File: config.mk
export PLATFORM = sky130hd
export DESIGN_NAME = fbo_framer
export DESIGN_NICKNAME = d
export VERILOG_FILES = /design/src/pkg/fbo_pkg.sv /design/src/rtl/fbo_framer.sv
export SDC_FILE = /design/constraint.sdc
export NUM_CORES = 1
export LEC_CHECK = 0
export BUFFER_PORTS_ARGS = -buffer_cell sky130_fd_sc_hd__buf_2
export CORE_MARGIN = 4
export CORE_UTILIZATION = 25
export CTS_BUF_LIST = sky130_fd_sc_hd__clkbuf_2 sky130_fd_sc_hd__clkbuf_4 sky130_fd_sc_hd__clkbuf_8
export CTS_CLUSTER_DIAMETER = 200
export DETAILED_ROUTE_END_ITERATION = 10
export PLACE_DENSITY = 0.48
export SETUP_SLACK_MARGIN = 0.5
export SLEW_MARGIN = 20
export SYNTH_ARGS = -nofsm -noshare
export SYNTH_HDL_FRONTEND = slang
export SYNTH_SLANG_ARGS = --single-unit
File: constraint.sdc
create_clock -name clk -period 82.3 [get_ports clk]
set_input_delay 4.115 -clock clk [delete_from_list [all_inputs] [get_ports clk]]
set_output_delay 4.115 -clock clk [all_outputs]
set_load 0.02 [all_outputs]
File: src/pkg/fbo_pkg.sv
package fbo_pkg;
    localparam int SAMPLE_W = 32;
    localparam int MAX_OVS = 8;
    localparam logic [31:0] AB_TOGGLE = 32'h0503_0000;
    localparam logic [31:0] AB_TIMEOUT = 32'h0504_0000;
    localparam logic [31:0] AB_ACCESS = 32'h0601_0000;
    localparam logic [31:0] AB_READ_WO = 32'h0601_0001;
    localparam logic [31:0] AB_WRITE_RO = 32'h0601_0002;
    localparam logic [31:0] AB_NO_OBJ = 32'h0602_0000;
    localparam logic [31:0] AB_NOT_MAP = 32'h0604_0041;
    localparam logic [31:0] AB_MAP_LEN = 32'h0604_0042;
    localparam logic [31:0] AB_HW = 32'h0606_0000;
    localparam logic [31:0] AB_LEN = 32'h0607_0010;
    localparam logic [31:0] AB_LONG = 32'h0607_0012;
    localparam logic [31:0] AB_SHORT = 32'h0607_0013;
    localparam logic [31:0] AB_NO_SUB = 32'h0609_0011;
    localparam logic [31:0] AB_VALUE = 32'h0609_0030;
    localparam logic [31:0] AB_HIGH = 32'h0609_0031;
    localparam logic [31:0] AB_LOW = 32'h0609_0032;
    localparam logic [31:0] AB_MAXMIN = 32'h0609_0036;
    localparam logic [31:0] AB_STORE = 32'h0800_0020;
    localparam logic [31:0] AB_LOCAL = 32'h0800_0021;
    localparam logic [31:0] AB_STATE = 32'h0800_0022;
    localparam logic [31:0] AB_DIR = 32'h0800_0023;
    localparam int ERR_W = 21;
    typedef enum logic [4:0] {
        E_TOGGLE, E_TIMEOUT, E_ACCESS, E_READ_WO, E_WRITE_RO, E_NO_OBJ,
        E_NOT_MAP, E_MAP_LEN, E_HW, E_LEN, E_LONG, E_SHORT, E_NO_SUB,
        E_VALUE, E_HIGH, E_LOW, E_MAXMIN, E_STORE, E_LOCAL, E_STATE, E_DIR
    } fbo_err_t;
    localparam int TIMEOUT_NS = 100000;
    localparam int CLK_NS = 5;
    localparam int TIMEOUT_CYC = TIMEOUT_NS / CLK_NS;
    localparam logic [1:0] SEL_RST = 2'h0;
endpackage : fbo_pkg

File: src/rtl/fbo_framer.sv
`timescale 1ns/10ps
// Operation
// Any failed mailbox request ends with an abort carrying a 32-bit cause code
// Unchanged segment toggle bit aborts with the toggle code
// Transfer not finished before timeout aborts with the timeout code
// Unsupported access, read of write-only, write of read-only: own codes
// Index missing from the object directory aborts with object-absent code
// Non-mappable object or oversized mapping each abort with own code
// Hardware fault blocking access aborts with the hardware code
// Type or length mismatch aborts with generic, too-long or too-short code
// Missing sub-index of existing object aborts with its code
// Invalid write value aborts; too high or too low use own codes
// Write leaving maximum below minimum aborts with range-inversion code
// Storage failure aborts generic, or local-control or state specific
// Directory unavailable or not generated aborts with directory code
// Without oversampling only the newest record is shown each cycle
// With oversampling each cycle sends factor consecutive samples
// Base mapping index selects factor one
// Base plus one, two, three select factors two, four, eight
// All mapping objects assigned together share one factor
// A block is exposed only once every sample is written
// Filling continues while a block waits; unread blocks are replaced
// A slow-filling block is presented again in later cycles
// Master should cycle faster and detect duplicates by counter
module fbo_framer #(
    parameter int TIMEOUT_CYCLES = fbo_pkg::TIMEOUT_CYC
) (
    input wire logic clk,
    input wire logic rst_n,
    input wire logic sample_valid,
    input wire logic [fbo_pkg::SAMPLE_W-1:0] sample_data,
    input wire logic map_load,
    input wire logic [1:0] map_sel_a,
    input wire logic [1:0] map_sel_b,
    input wire logic map_two,
    input wire logic bus_cycle,
    output logic [fbo_pkg::MAX_OVS*fbo_pkg::SAMPLE_W-1:0] block_data,
    output logic [3:0] block_count,
    output logic [31:0] block_seq,
    output logic block_valid,
    output logic map_reject,
    input wire logic req_start,
    input wire logic req_segment,
    input wire logic req_toggle,
    input wire logic req_done,
    input wire logic [fbo_pkg::ERR_W-1:0] req_fault,
    output logic abort_valid,
    output logic [31:0] abort_code
);
    import fbo_pkg::*;

    // A zero limit would wrap the unsigned compare to all ones, so transfers would never time out
    if (TIMEOUT_CYCLES < 1) begin : g_bad_timeout
        $error("TIMEOUT_CYCLES must be positive");
    end

    typedef struct packed {
        logic [1:0] sel;
        logic [2:0] fill;
        logic [MAX_OVS*SAMPLE_W-1:0] work;
        logic [MAX_OVS*SAMPLE_W-1:0] done;
        logic [3:0] count;
        logic [31:0] seq;
        logic have;
        logic out_valid;
        logic [MAX_OVS*SAMPLE_W-1:0] out_data;
        logic [3:0] out_count;
        logic [31:0] out_seq;
        logic reject;
        logic busy;
        logic last_tog;
        logic [31:0] tmr;
        logic ab_valid;
        logic [31:0] ab_code;
    } fbo_state_t;

    fbo_state_t s_reg, s_next;

    function automatic logic [3:0] ovs_of(input logic [1:0] sel);
        ovs_of = 4'h1 << sel;
    endfunction : ovs_of

    function automatic logic [31:0] code_of(input logic [ERR_W-1:0] f);
        logic [31:0] c;
        c = 32'h0;
        // Lowest-numbered cause wins
        for (int i = ERR_W - 1; i >= 0; i--) begin
            if (f[i]) begin
                case (fbo_err_t'(i))
                    E_TOGGLE: c = AB_TOGGLE;
                    E_TIMEOUT: c = AB_TIMEOUT;
                    E_ACCESS: c = AB_ACCESS;
                    E_READ_WO: c = AB_READ_WO;
                    E_WRITE_RO: c = AB_WRITE_RO;
                    E_NO_OBJ: c = AB_NO_OBJ;
                    E_NOT_MAP: c = AB_NOT_MAP;
                    E_MAP_LEN: c = AB_MAP_LEN;
                    E_HW: c = AB_HW;
                    E_LEN: c = AB_LEN;
                    E_LONG: c = AB_LONG;
                    E_SHORT: c = AB_SHORT;
                    E_NO_SUB: c = AB_NO_SUB;
                    E_VALUE: c = AB_VALUE;
                    E_HIGH: c = AB_HIGH;
                    E_LOW: c = AB_LOW;
                    E_MAXMIN: c = AB_MAXMIN;
                    E_STORE: c = AB_STORE;
                    E_LOCAL: c = AB_LOCAL;
                    E_STATE: c = AB_STATE;
                    default: c = AB_DIR;
                endcase
            end
        end
        code_of = c;
    endfunction : code_of

    // Reset pair sits outside the state struct: it has its own reset
    logic rst_meta_reg;
    logic rst_sync_reg;
    logic rst_sync_n;

    always_ff @(posedge clk or negedge rst_n) begin
        if (!rst_n) begin
            rst_meta_reg <= 1'b0;
            rst_sync_reg <= 1'b0;
        end else begin
            rst_meta_reg <= 1'b1;
            rst_sync_reg <= rst_meta_reg;
        end
    end

    assign rst_sync_n = rst_sync_reg;

    logic [3:0] ovs;
    logic tog_err;
    logic tmo;
    logic [ERR_W-1:0] fault_all;
    assign ovs = ovs_of(s_reg.sel);
    assign tog_err = s_reg.busy && req_segment && (req_toggle == s_reg.last_tog);
    assign tmo = s_reg.busy && (s_reg.tmr >= TIMEOUT_CYCLES - 1);
    always_comb begin
        fault_all = req_fault;
        fault_all[E_TOGGLE] = req_fault[E_TOGGLE] | tog_err;
        fault_all[E_TIMEOUT] = req_fault[E_TIMEOUT] | tmo;
    end

    always_comb begin
        s_next = s_reg;
        s_next.ab_valid = 1'b0;
        s_next.reject = 1'b0;
        if (map_load) begin
            if (map_two && map_sel_a != map_sel_b) begin
                s_next.reject = 1'b1;
            end else begin
                s_next.sel = map_sel_a;
                s_next.fill = 3'h0;
                s_next.have = 1'b0;
            end
        end else if (sample_valid) begin
            s_next.work[s_reg.fill*SAMPLE_W +: SAMPLE_W] = sample_data;
            if ({1'b0, s_reg.fill} == ovs - 4'h1) begin
                s_next.done = s_next.work;
                s_next.count = ovs;
                s_next.seq = s_reg.seq + 32'h1;
                s_next.have = 1'b1;
                s_next.fill = 3'h0;
            end else begin
                s_next.fill = s_reg.fill + 3'h1;
            end
        end
        if (bus_cycle && s_reg.have) begin
            s_next.out_data = s_reg.done;
            s_next.out_count = s_reg.count;
            s_next.out_seq = s_reg.seq;
            s_next.out_valid = 1'b1;
        end
        if (req_start) begin
            s_next.busy = 1'b1;
            s_next.tmr = 32'h0;
            s_next.last_tog = 1'b1;
        end else if (s_reg.busy) begin
            s_next.tmr = s_reg.tmr + 32'h1;
            if (req_segment) s_next.last_tog = req_toggle;
            if (|fault_all) begin
                s_next.ab_valid = 1'b1;
                s_next.ab_code = code_of(fault_all);
                s_next.busy = 1'b0;
            end else if (req_done) begin
                s_next.busy = 1'b0;
            end
        end
    end

    always_ff @(posedge clk or negedge rst_sync_n) begin
        if (!rst_sync_n) begin
            s_reg.sel <= SEL_RST;
            s_reg.fill <= '0;
            s_reg.work <= '0;
            s_reg.done <= '0;
            s_reg.count <= '0;
            s_reg.seq <= '0;
            s_reg.have <= 1'b0;
            s_reg.out_valid <= 1'b0;
            s_reg.out_data <= '0;
            s_reg.out_count <= '0;
            s_reg.out_seq <= '0;
            s_reg.reject <= 1'b0;
            s_reg.busy <= 1'b0;
            s_reg.last_tog <= 1'b0;
            s_reg.tmr <= '0;
            s_reg.ab_valid <= 1'b0;
            s_reg.ab_code <= '0;
        end else begin
            s_reg.sel <= s_next.sel;
            s_reg.fill <= s_next.fill;
            s_reg.work <= s_next.work;
            s_reg.done <= s_next.done;
            s_reg.count <= s_next.count;
            s_reg.seq <= s_next.seq;
            s_reg.have <= s_next.have;
            s_reg.out_valid <= s_next.out_valid;
            s_reg.out_data <= s_next.out_data;
            s_reg.out_count <= s_next.out_count;
            s_reg.out_seq <= s_next.out_seq;
            s_reg.reject <= s_next.reject;
            s_reg.busy <= s_next.busy;
            s_reg.last_tog <= s_next.last_tog;
            s_reg.tmr <= s_next.tmr;
            s_reg.ab_valid <= s_next.ab_valid;
            s_reg.ab_code <= s_next.ab_code;
        end
    end

    assign block_data = s_reg.out_data;
    assign block_count = s_reg.out_count;
    assign block_seq = s_reg.out_seq;
    assign block_valid = s_reg.out_valid;
    assign map_reject = s_reg.reject;
    assign abort_valid = s_reg.ab_valid;
    assign abort_code = s_reg.ab_code;

    chk_abort_has_code: assert property (
        @(posedge clk) disable iff (!rst_sync_n)
        abort_valid |-> abort_code != 32'h0)
        else $error("abort without code");
    chk_toggle_code: assert property (
        @(posedge clk) disable iff (!rst_sync_n)
        (tog_err && !req_start) |=> abort_valid && abort_code == AB_TOGGLE)
        else $error("toggle abort missing");
    chk_timeout_code: assert property (
        @(posedge clk) disable iff (!rst_sync_n)
        (tmo && !req_start && req_fault == '0 && !tog_err)
        |=> abort_valid && abort_code == AB_TIMEOUT)
        else $error("timeout abort missing");
    chk_fault_abort: assert property (
        @(posedge clk) disable iff (!rst_sync_n)
        (s_reg.busy && !req_start && req_fault == (1 << E_NO_OBJ)
         && !tog_err && !tmo)
        |=> abort_valid && abort_code == AB_NO_OBJ)
        else $error("absent object code wrong");
    chk_block_full: assert property (
        @(posedge clk) disable iff (!rst_sync_n)
        $changed(s_reg.seq)
        |-> $past(sample_valid && !map_load
                  && {1'b0, s_reg.fill} == ovs - 4'h1))
        else $error("partial block exposed");
    chk_block_count: assert property (
        @(posedge clk) disable iff (!rst_sync_n)
        (bus_cycle && s_reg.have) |=> block_count == $past(s_reg.count))
        else $error("block count wrong");
    chk_repeat_block: assert property (
        @(posedge clk) disable iff (!rst_sync_n)
        (bus_cycle && s_reg.have && s_reg.out_valid
         && s_reg.seq == s_reg.out_seq)
        |=> block_valid && $stable(block_seq))
        else $error("block not repeated");
    chk_map_consistent: assert property (
        @(posedge clk) disable iff (!rst_sync_n)
        (map_load && map_two && map_sel_a != map_sel_b)
        |=> map_reject && $stable(s_reg.sel))
        else $error("inconsistent mapping taken");
    chk_map_taken: assert property (
        @(posedge clk) disable iff (!rst_sync_n)
        (map_load && !(map_two && map_sel_a != map_sel_b))
        |=> !map_reject && s_reg.sel == $past(map_sel_a))
        else $error("consistent mapping refused");
    chk_factor_sel: assert property (
        @(posedge clk) disable iff (!rst_sync_n)
        ovs == (s_reg.sel == 2'h0 ? 4'h1 : s_reg.sel == 2'h1 ? 4'h2 :
                s_reg.sel == 2'h2 ? 4'h4 : 4'h8))
        else $error("factor does not match mapping");
    // Factor one keeps only the newest record
    chk_newest_kept: assert property (
        @(posedge clk) disable iff (!rst_sync_n)
        (sample_valid && !map_load && ovs == 4'h1)
        |=> s_reg.have && s_reg.done[SAMPLE_W-1:0] == $past(sample_data))
        else $error("newest record not kept");
    chk_write_ro_code: assert property (
        @(posedge clk) disable iff (!rst_sync_n)
        (s_reg.busy && !req_start && req_fault == (1 << E_WRITE_RO)
         && !tog_err && !tmo)
        |=> abort_valid && abort_code == AB_WRITE_RO)
        else $error("read-only write code wrong");
    chk_done_quiet: assert property (
        @(posedge clk) disable iff (!rst_sync_n)
        (s_reg.busy && !req_start && req_done && fault_all == '0)
        |=> !abort_valid && !s_reg.busy)
        else $error("clean transfer aborted");
endmodule : fbo_framer

==> impl_results.md, run 1 <==
- Final hold vios: 0
- Share of layout cells above drive strength 1: 35.37%
- Internal power: between 0.0009 and 0.001 W
- IO Pins: 394
- Async set-reset flop share out of synthesis: 100.0%
- Die ar.: around 160000 µm²
- Critical path class: input pin to flip-flop
- Pwr Total: 0.001397 W
- DRT iter0 DRCs: 1009
- Global route overflow: 0
- Leakage: 22.27 nW
- CP max stage cell: buf_4
- Routability cong.: about 0.74
- First-pass iteration count of the detailed router: 4
- Core Area: 154200 µm²
- Class of the worst hold path: flip-flop to flip-flop
- FF-to-FF setup slack: 77.47 ns
- Final setup fails: 0
- Flop and latch count out of synthesis: 899
- Initial antenna violation count: 13
- Post-CTS Setup Bufs: 0
- Comb power frac: between 20% and 30%
- Cell row count: around 140
- Main flop type after synthesis: dfrtp_1
- Maximum VDD drop: 14.37 µV
- DR vias: 23400
- Hold-fix buffers, CTS: 0
- Num CTS Buffers: 164
- Syn. warnings: 0
- Synthesized area: 38860 µm²
- Clock transition at path regs: approximately 0.07 ns
- Worst path arrival time: 7.20 ns
- Seq/Total Area, Yosys: 57.89%
- Sw Ratio: 31.94%
- Compound-Gate Fraction of Synth Area: 5.728%
- Setup WS post-layout: approximately 76 ns
- Skew final: 0.04814 ns
- Fillers: 16040
- Post-route ant nets: 0
- Die Y: 402.3 µm
- CTS H-tree lvls: 4
- CP Cell Sequence: buf_2 -> nor2b_1 -> buf_4 -> o211a_1 -> nor2_4 -> buf_4 -> buf_4 -> o21ai_0
- Worst Hold Depth: 0
- Port bufs: 375
- TNS Setup: 0 ns
- CTS sink cnt: 899
- Vias in the first global route: roughly 24000
- First-pass GRT wire length: 162300 µm
- Clock share of power: 32.1%
- Hpwl dp: 69550 µm
- Max_slew headroom: 30.04%
- Synth unique cells: 59
- Min Tclk post-route: 6.534 ns
- Net switching power: 0.0004462 W
- Die width: 402.3 µm
- Worst-margin pin slew: 1.049 ns
- Routed len/inst: 19.95 µm
- CP max FO: 109
- Mean Syn Cell Area: 12.01 µm²
- Worst setup SP type: input pin
- Gates resized, CTS repair: 0
- FF+latch area: between 20000 and 25000 µm²
- Total Routing Usage GR: 13.37%
- Fin cells: between 5000 and 6000
- R2R cell count: 5
- Mux cell area share after synthesis: 19.57%
- CP required: 82.97 ns
- Multi-input logic area: 13250 µm²
- Cell mode on critical path: buf_4
- Starting Density: ~25%
- Largest family of logic cells by synthesized area: multiplexers
- Seq pwr share: 45.6%
- Clock latency on the worst-skew pair: roughly 0.87 ns
- Number of synthesized flops with an enable pin: 0
- CTS root buffer: clkbuf_8
- Final worst path period share: under 10%
- Crit-path max cell delay: slightly above 0.8 ns
- Unrepaired setup endpoints after global routing: false
- Xor and xnor area share after synthesis: 1.442%
- Residual DRC count: 0
- Maximum clock path buffer count: 3
- Simple-gate share of the synthesized area: 6.771%
- Crit. End Element: flip-flop
- Max FFs per register: 588
- P&R area growth vs syn: 13.26%
- Dpl ws: 74.86 ns
- Slew Limit Fails: 0
- Maxcap violations: 0
- Status: completed
- Synth Instances: 3236
- CTS tree: done
- Final WL: around 110000 µm
- Layout Nets: 3378
- Vias/cell: around 4.3
- Pwr dens: around 32 nW/µm²
- Placed cell count: 5183
- FMAX: between 150 and 200 MHz
- Largest net degree at the start of global routing: 216
- Synth Area in Adders: 0.1610%
power by group through the flow:
stage / logic, W / clock network [W] / registers, W
floorplan: 0.000270 / 0 / 0.000626
global placement: 0.000313 / 0 / 0.000643
detailed placement: 0.000318 / 0 / 0.000645
CTS: 0.000320 / 0.000469 / 0.000639
global route: 0.000347 / 0.000488 / 0.000652
finish: 0.000311 / 0.000449 / 0.000637
final timing paths:
check,start,end
hold / removal,rst_meta_reg,rst_sync_n
hold reg to reg,rst_meta_reg,rst_sync_n
min in group asynchronous,rst_sync_n,s_reg[808]
max in group asynchronous,rst_sync_n,s_reg[567]
setup / recovery,sample_valid,s_reg[584]
setup reg to reg,rst_sync_n,s_reg[567]
synth_stat cells (24+ instances only):
master    count  share of area [%]
nand2_1     376                3.6
xor2_1       26               0.59
nand4_1      24               0.39
buf_4       324                6.3
mux2i_1     203                5.2
nor2_1      113                1.1
a21oi_1      61               0.79
xnor2_1      38               0.86
o21ai_0     319                4.1
nand3_1      33               0.43
mux2_2      495                 14
clkbuf_1    158                1.5
dfrtp_1     899                 58
stage by stage:
| step | instance area (µm²) | utilization (%) | hold slack, ns |
|---|---|---|---|
| 5_1_grt | 44000 | 28.53 | 0.3829 |
| 3_3_place_gp | 40530 | 26.28 | 0.3369 |
| 3_5_place_dp | 40530 | 26.28 | 0.3477 |
| 4_1_cts | 43970 | 28.51 | 0.3751 |
| 2_1_floorplan | 38920 | - | 0.3312 |
| 6_report | 44010 | 28.54 | 0.3690 |
worst max-delay path: cells and delay by family:
| family | cells | cell delay (ns) |
|---|---|---|
| buffers and inverters | 4 | 1.86 |
| AOI/OAI and AO/OA | 2 | 0.41 |
| and+or+nand+nor | 2 | 0.65 |
layout make-up:
class	instances	share of cell area [%]
flip-flops and latches	899	51.12
inverters	11	0.09950
multi-input cells	1818	30.11
clock inverters	24	0.6226
diodes	6	0.03411
repair buffers	412	4.998
clock buffers	257	7.198
well taps	2044	5.811
cell usage in the layout (no fill, tap or decap), types with 5 or more instances in the layout:
cell,instances
nand2_1,372
buf_4,34
buf_2,375
o31ai_1,5
mux2i_1,203
dfrtp_1,898
and3_1,9
ha_1,5
clkinv_2,9
mux2_2,495
diode_2,6
clkbuf_8,198
xor2_1,26
nor3_1,8
xnor2_1,38
a21oi_1,61
nor2_1,112
inv_8,6
and4_1,10
o21ai_0,319
nand4_1,24
conb_1,19
inv_1,10
nor4_1,6
nand3_1,27
nand3_4,5
clkbuf_4,59
metal layers:
layer / up-vias / track usage [%] / share of wire [%]
met4: 0 / 3.478 / 1.7
met5: - / 0 / 0
met1: 11860 / 18.27 / 47
met3: 143 / 4.059 / 6.1
li1: 10880 / - / -
met2: 522 / 20.61 / 45
cells by family (layout without fill, tap and decap cells):
kind of cell,after synthesis,count (layout)
buffers and inverters,536,704
and+or+nand+nor,613,613
AOI/OAI and AO/OA,419,419
adders and majority gates,5,5
DFF,899,899
muxes,698,698
xor gates and xnor gates,64,64
other,2,25
Note: power is estimated with default switching activity, not from simulation.
==> inputs of run 2 (changes only) <==
--- a/config.mk
+++ b/config.mk
@@ -11,7 +11,7 @@
 export CTS_BUF_LIST = sky130_fd_sc_hd__clkbuf_2 sky130_fd_sc_hd__clkbuf_4 sky130_fd_sc_hd__clkbuf_8
 export CTS_CLUSTER_DIAMETER = 200
 export DETAILED_ROUTE_END_ITERATION = 10
-export PLACE_DENSITY = 0.48
+export PLACE_DENSITY = 0.5
 export SETUP_SLACK_MARGIN = 0.5
 export SLEW_MARGIN = 20
 export SYNTH_ARGS = -nofsm -noshare
==> constraint.sdc (replaced) <==
create_clock -name clk -period 5.8 [get_ports clk]
set_input_delay 0.29 -clock clk [delete_from_list [all_inputs] [get_ports clk]]
set_output_delay 0.29 -clock clk [all_outputs]
set_load 0.02 [all_outputs]
==> run 2 against run 1 <==
Non-clock buffer count grew 80. Largest cell class unchanged. Cell count increased by 1.7%. Clock skew rose by 0.011 ns.
==> impl_results.md, run 2 (synthesis gave the netlist of run 1 again) <==
- Num CTS Buffers: 166 (was 164)
- Net switching power: 0.006425 W (was 0.0004462 W)
- CP max stage cell: nand4_1 (was buf_4)
- Largest net degree at the start of global routing: 163 (was 216)
- Clock share of power: 33.1% (was 32.1%)
- Share of layout cells above drive strength 1: 34.74% (was 35.37%)
- Routed len/inst: 19.73 µm (was 19.95 µm)
- Class of the worst hold path: input pin to flip-flop (was flip-flop to flip-flop)
- CP max FO: 33 (was 109)
- Critical path class: flip-flop to flip-flop (was input pin to flip-flop)
- R2R Path End: s_reg[717] (was s_reg[567])
- R2R cell count: 7 (was 5)
- Clock transition at path regs: 0.06 ns (was 0.07 ns)
- Seq pwr share: 44.7% (was 45.6%)
- DR vias: 23830 (was 23400)
- Max_slew headroom: 35.34% (was 30.04%)
- CP Cell Sequence: inv_1 -> ha_1 -> ha_1 -> nor2b_1 -> nand4_1 -> buf_4 -> mux2_2 (was buf_2 -> nor2b_1 -> buf_4 -> o211a_1 -> nor2_4 -> buf_4 -> buf_4 -> o21ai_0)
- Post-route ant nets: 0 (unchanged)
- CTS H-tree lvls: 4 (unchanged)
- Vias/cell: 4.285 (was 4.278)
- Dpl ws: 2.199 ns (was 74.86 ns)
- Setup crit end: s_reg[717] (was s_reg[584])
- FMAX: about 280 MHz
- Global route overflow: 0 (unchanged)
- Max FFs per register: 588 (unchanged)
- Setup WS post-layout: 2.198 ns (was 75.77 ns)
- Core Area: 154200 µm² (unchanged)
- Slew Limit Fails: 0 (unchanged)
- Min Tclk post-route: between 3 and 4 ns
- R2r startpoint: s_reg[911] (was rst_sync_n)
- Maximum VDD drop: 221.9 µV (was 14.37 µV)
- Post-CTS Setup Bufs: 0 (unchanged)
- CTS tree: done (unchanged)
- Commonest non-fill, non-tap cell in the layout: dfrtp_1 (unchanged)
- M1 WL: 51200 µm (was 51630 µm)
- Skew final: 0.05960 ns (was 0.04814 ns)
- Final setup fails: 0 (unchanged)
- Comb power frac: 22.2% (was 22.3%)
- Hold path start: sample_data[15] (was rst_meta_reg)
- Highest routed metal layer: met4 (unchanged)
- Critical path launch point: s_reg[911] (was sample_valid)
- Leakage: 22.76 nW (was 22.27 nW)
- Hold slack: 0.06987 ns (was 0.3690 ns)
- Layout Nets: 3460 (was 3378)
- Maxcap violations: 0 (unchanged)
- Most frequent cells in the layout: dfrtp_1, mux2_2, buf_2 (unchanged)
- Die width: 402.3 µm (unchanged)
- First-pass iteration count of the detailed router: 5 (was 4)
- Cell row count: 144 (unchanged)
- Routability cong.: 0.7558 (was 0.7397)
- Cell mode on critical path: ha_1 (was buf_4)
- Worst path buffer plus inverter count: 2 (was 4)
- Worst path arrival time: 4.32 ns (was 7.20 ns)
- Met2 routed wirelength: 49470 µm (was 48940 µm)
- DRT iter0 DRCs: 1020 (was 1009)
- Internal power: 0.01376 W (was 0.0009509 W)
- Clock latency on the worst-skew pair: 0.88 ns (was 0.87 ns)
- Die ar.: 161800 µm² (unchanged)
- Crit-path max cell delay: 0.90 ns (was 0.83 ns)
- Hpwl dp: 69300 µm (was 69550 µm)
- CTS root buffer: clkbuf_8 (unchanged)
- P&R area growth vs syn: 16.20% (was 13.26%)
- Stages on worst setup path: 7 (was 8)
- Worst-margin pin slew: 0.9700 ns (was 1.049 ns)
- Final WL: 109700 µm (was 109200 µm)
- Met3 routed wirelength: 6682 µm (was 6704 µm)
- Vias in the first global route: 24670 (was 24140)
- Final hold vios: 0 (unchanged)
- Initial antenna violation count: 3 (was 13)
- Port bufs: 375 (unchanged)
- Sw Ratio: 31.84% (was 31.94%)
- First-pass GRT wire length: 164200 µm (was 162300 µm)
- Total Routing Usage GR: 13.51% (was 13.37%)
- Maximum clock path buffer count: 3 (unchanged)
- Final worst path period share: 62.10%
- CTS sink cnt: 899 (unchanged)
- IO Pins: 394 (unchanged)
- Starting Density: 25.20% (unchanged)
- FF-to-FF setup slack: 2.20 ns (was 77.47 ns)
- Die Y: 402.3 µm (unchanged)
- Residual DRC count: 0 (unchanged)
- Unrepaired setup endpoints after global routing: false (unchanged)
- Status: completed (unchanged)
- CP required: 6.51 ns (was 82.97 ns)
- Crit. End Element: flip-flop (unchanged)
- Worst setup SP type: flip-flop (was input pin)
- Crit path max-delay family: simple AND/OR/NAND/NOR gates (was buffers and inverters)
- Pwr dens: 446.9 nW/µm² (was 31.74 nW/µm²)
-- run 2: how the worst min path moves through the flow --
stage / end / slack (ns) / depth (start not counted)
after global routing: s_reg[637] / 0.03 / 3
final: s_reg[605] / 0.07 / 3
after detailed placement: rst_meta_reg / 0.08 / 1
after global placement: rst_meta_reg / 0.08 / 1
after CTS: s_reg[531] / 0.004 / 3
after floorplan: rst_meta_reg / -0.006 / 0
-- run 2: routing by layer --
layer,vias up,GRT usage [%]
met4,0,3.804
met2,524,21.05
met3,182,4.143
met5,-,0
li1,11070,-
met1,12060,18.12
-- run 2: worst register-to-register path, delay by kind of cell (launching register included) --
family	cells	cell delay (ns)
buffers and inverters	2	0.64
flip-flops	1	0.45
multiplexers	1	0.32
AND/OR/NAND/NOR	2	1.64
adder cells (fa/ha/maj)	2	0.40
-- run 2: per-stage QoR --
step	setup TNS [ns]	util, %	total power (W)	instances	area, µm²
after CTS	0	29.26	0.02061	5556	45130
final	0	29.28	0.02018	5562	45160
after floorplan	-2550.20	-	0.01266	3253	38930
after global routing	0	29.27	0.02148	5559	45150
after global placement	0	26.35	0.01357	5183	40640
after detailed placement	0	26.35	0.01370	5183	40640
-- run 2: power by group through the flow --
| stage | logic, W | clock network, W | registers (W) |
|---|---|---|---|
| floorplan | 0.00383 | 0 | 0.00883 |
| global placement | 0.00449 | 0 | 0.00909 |
| detailed placement | 0.00456 | 0 | 0.00914 |
| CTS | 0.00460 | 0.00696 | 0.00905 |
| global route | 0.00500 | 0.00725 | 0.00923 |
| finish | 0.00449 | 0.00668 | 0.00902 |
-- run 2: timing repair --
| item | 4_1_cts | 5_1_grt |
|---|---|---|
| resized for setup | 0 | 0 |
| hold buffers | 81 | 0 |
| endpoints found under the hold margin | 307 | 0 |
-- run 2: cell type report --
| cell class | count | area (µm²) |
|---|---|---|
| clock buffer | 255 | 3203 |
| timing repair buffer | 492 | 3095 |
| inverter | 11 | 43.79 |
| multi-input combinational | 1818 | 13270 |
| sequential | 899 | 22500 |
| fill | 16000 | 109100 |
| clock inverter | 37 | 475.5 |
| antenna | 6 | 15.01 |
| tap | 2044 | 2557 |
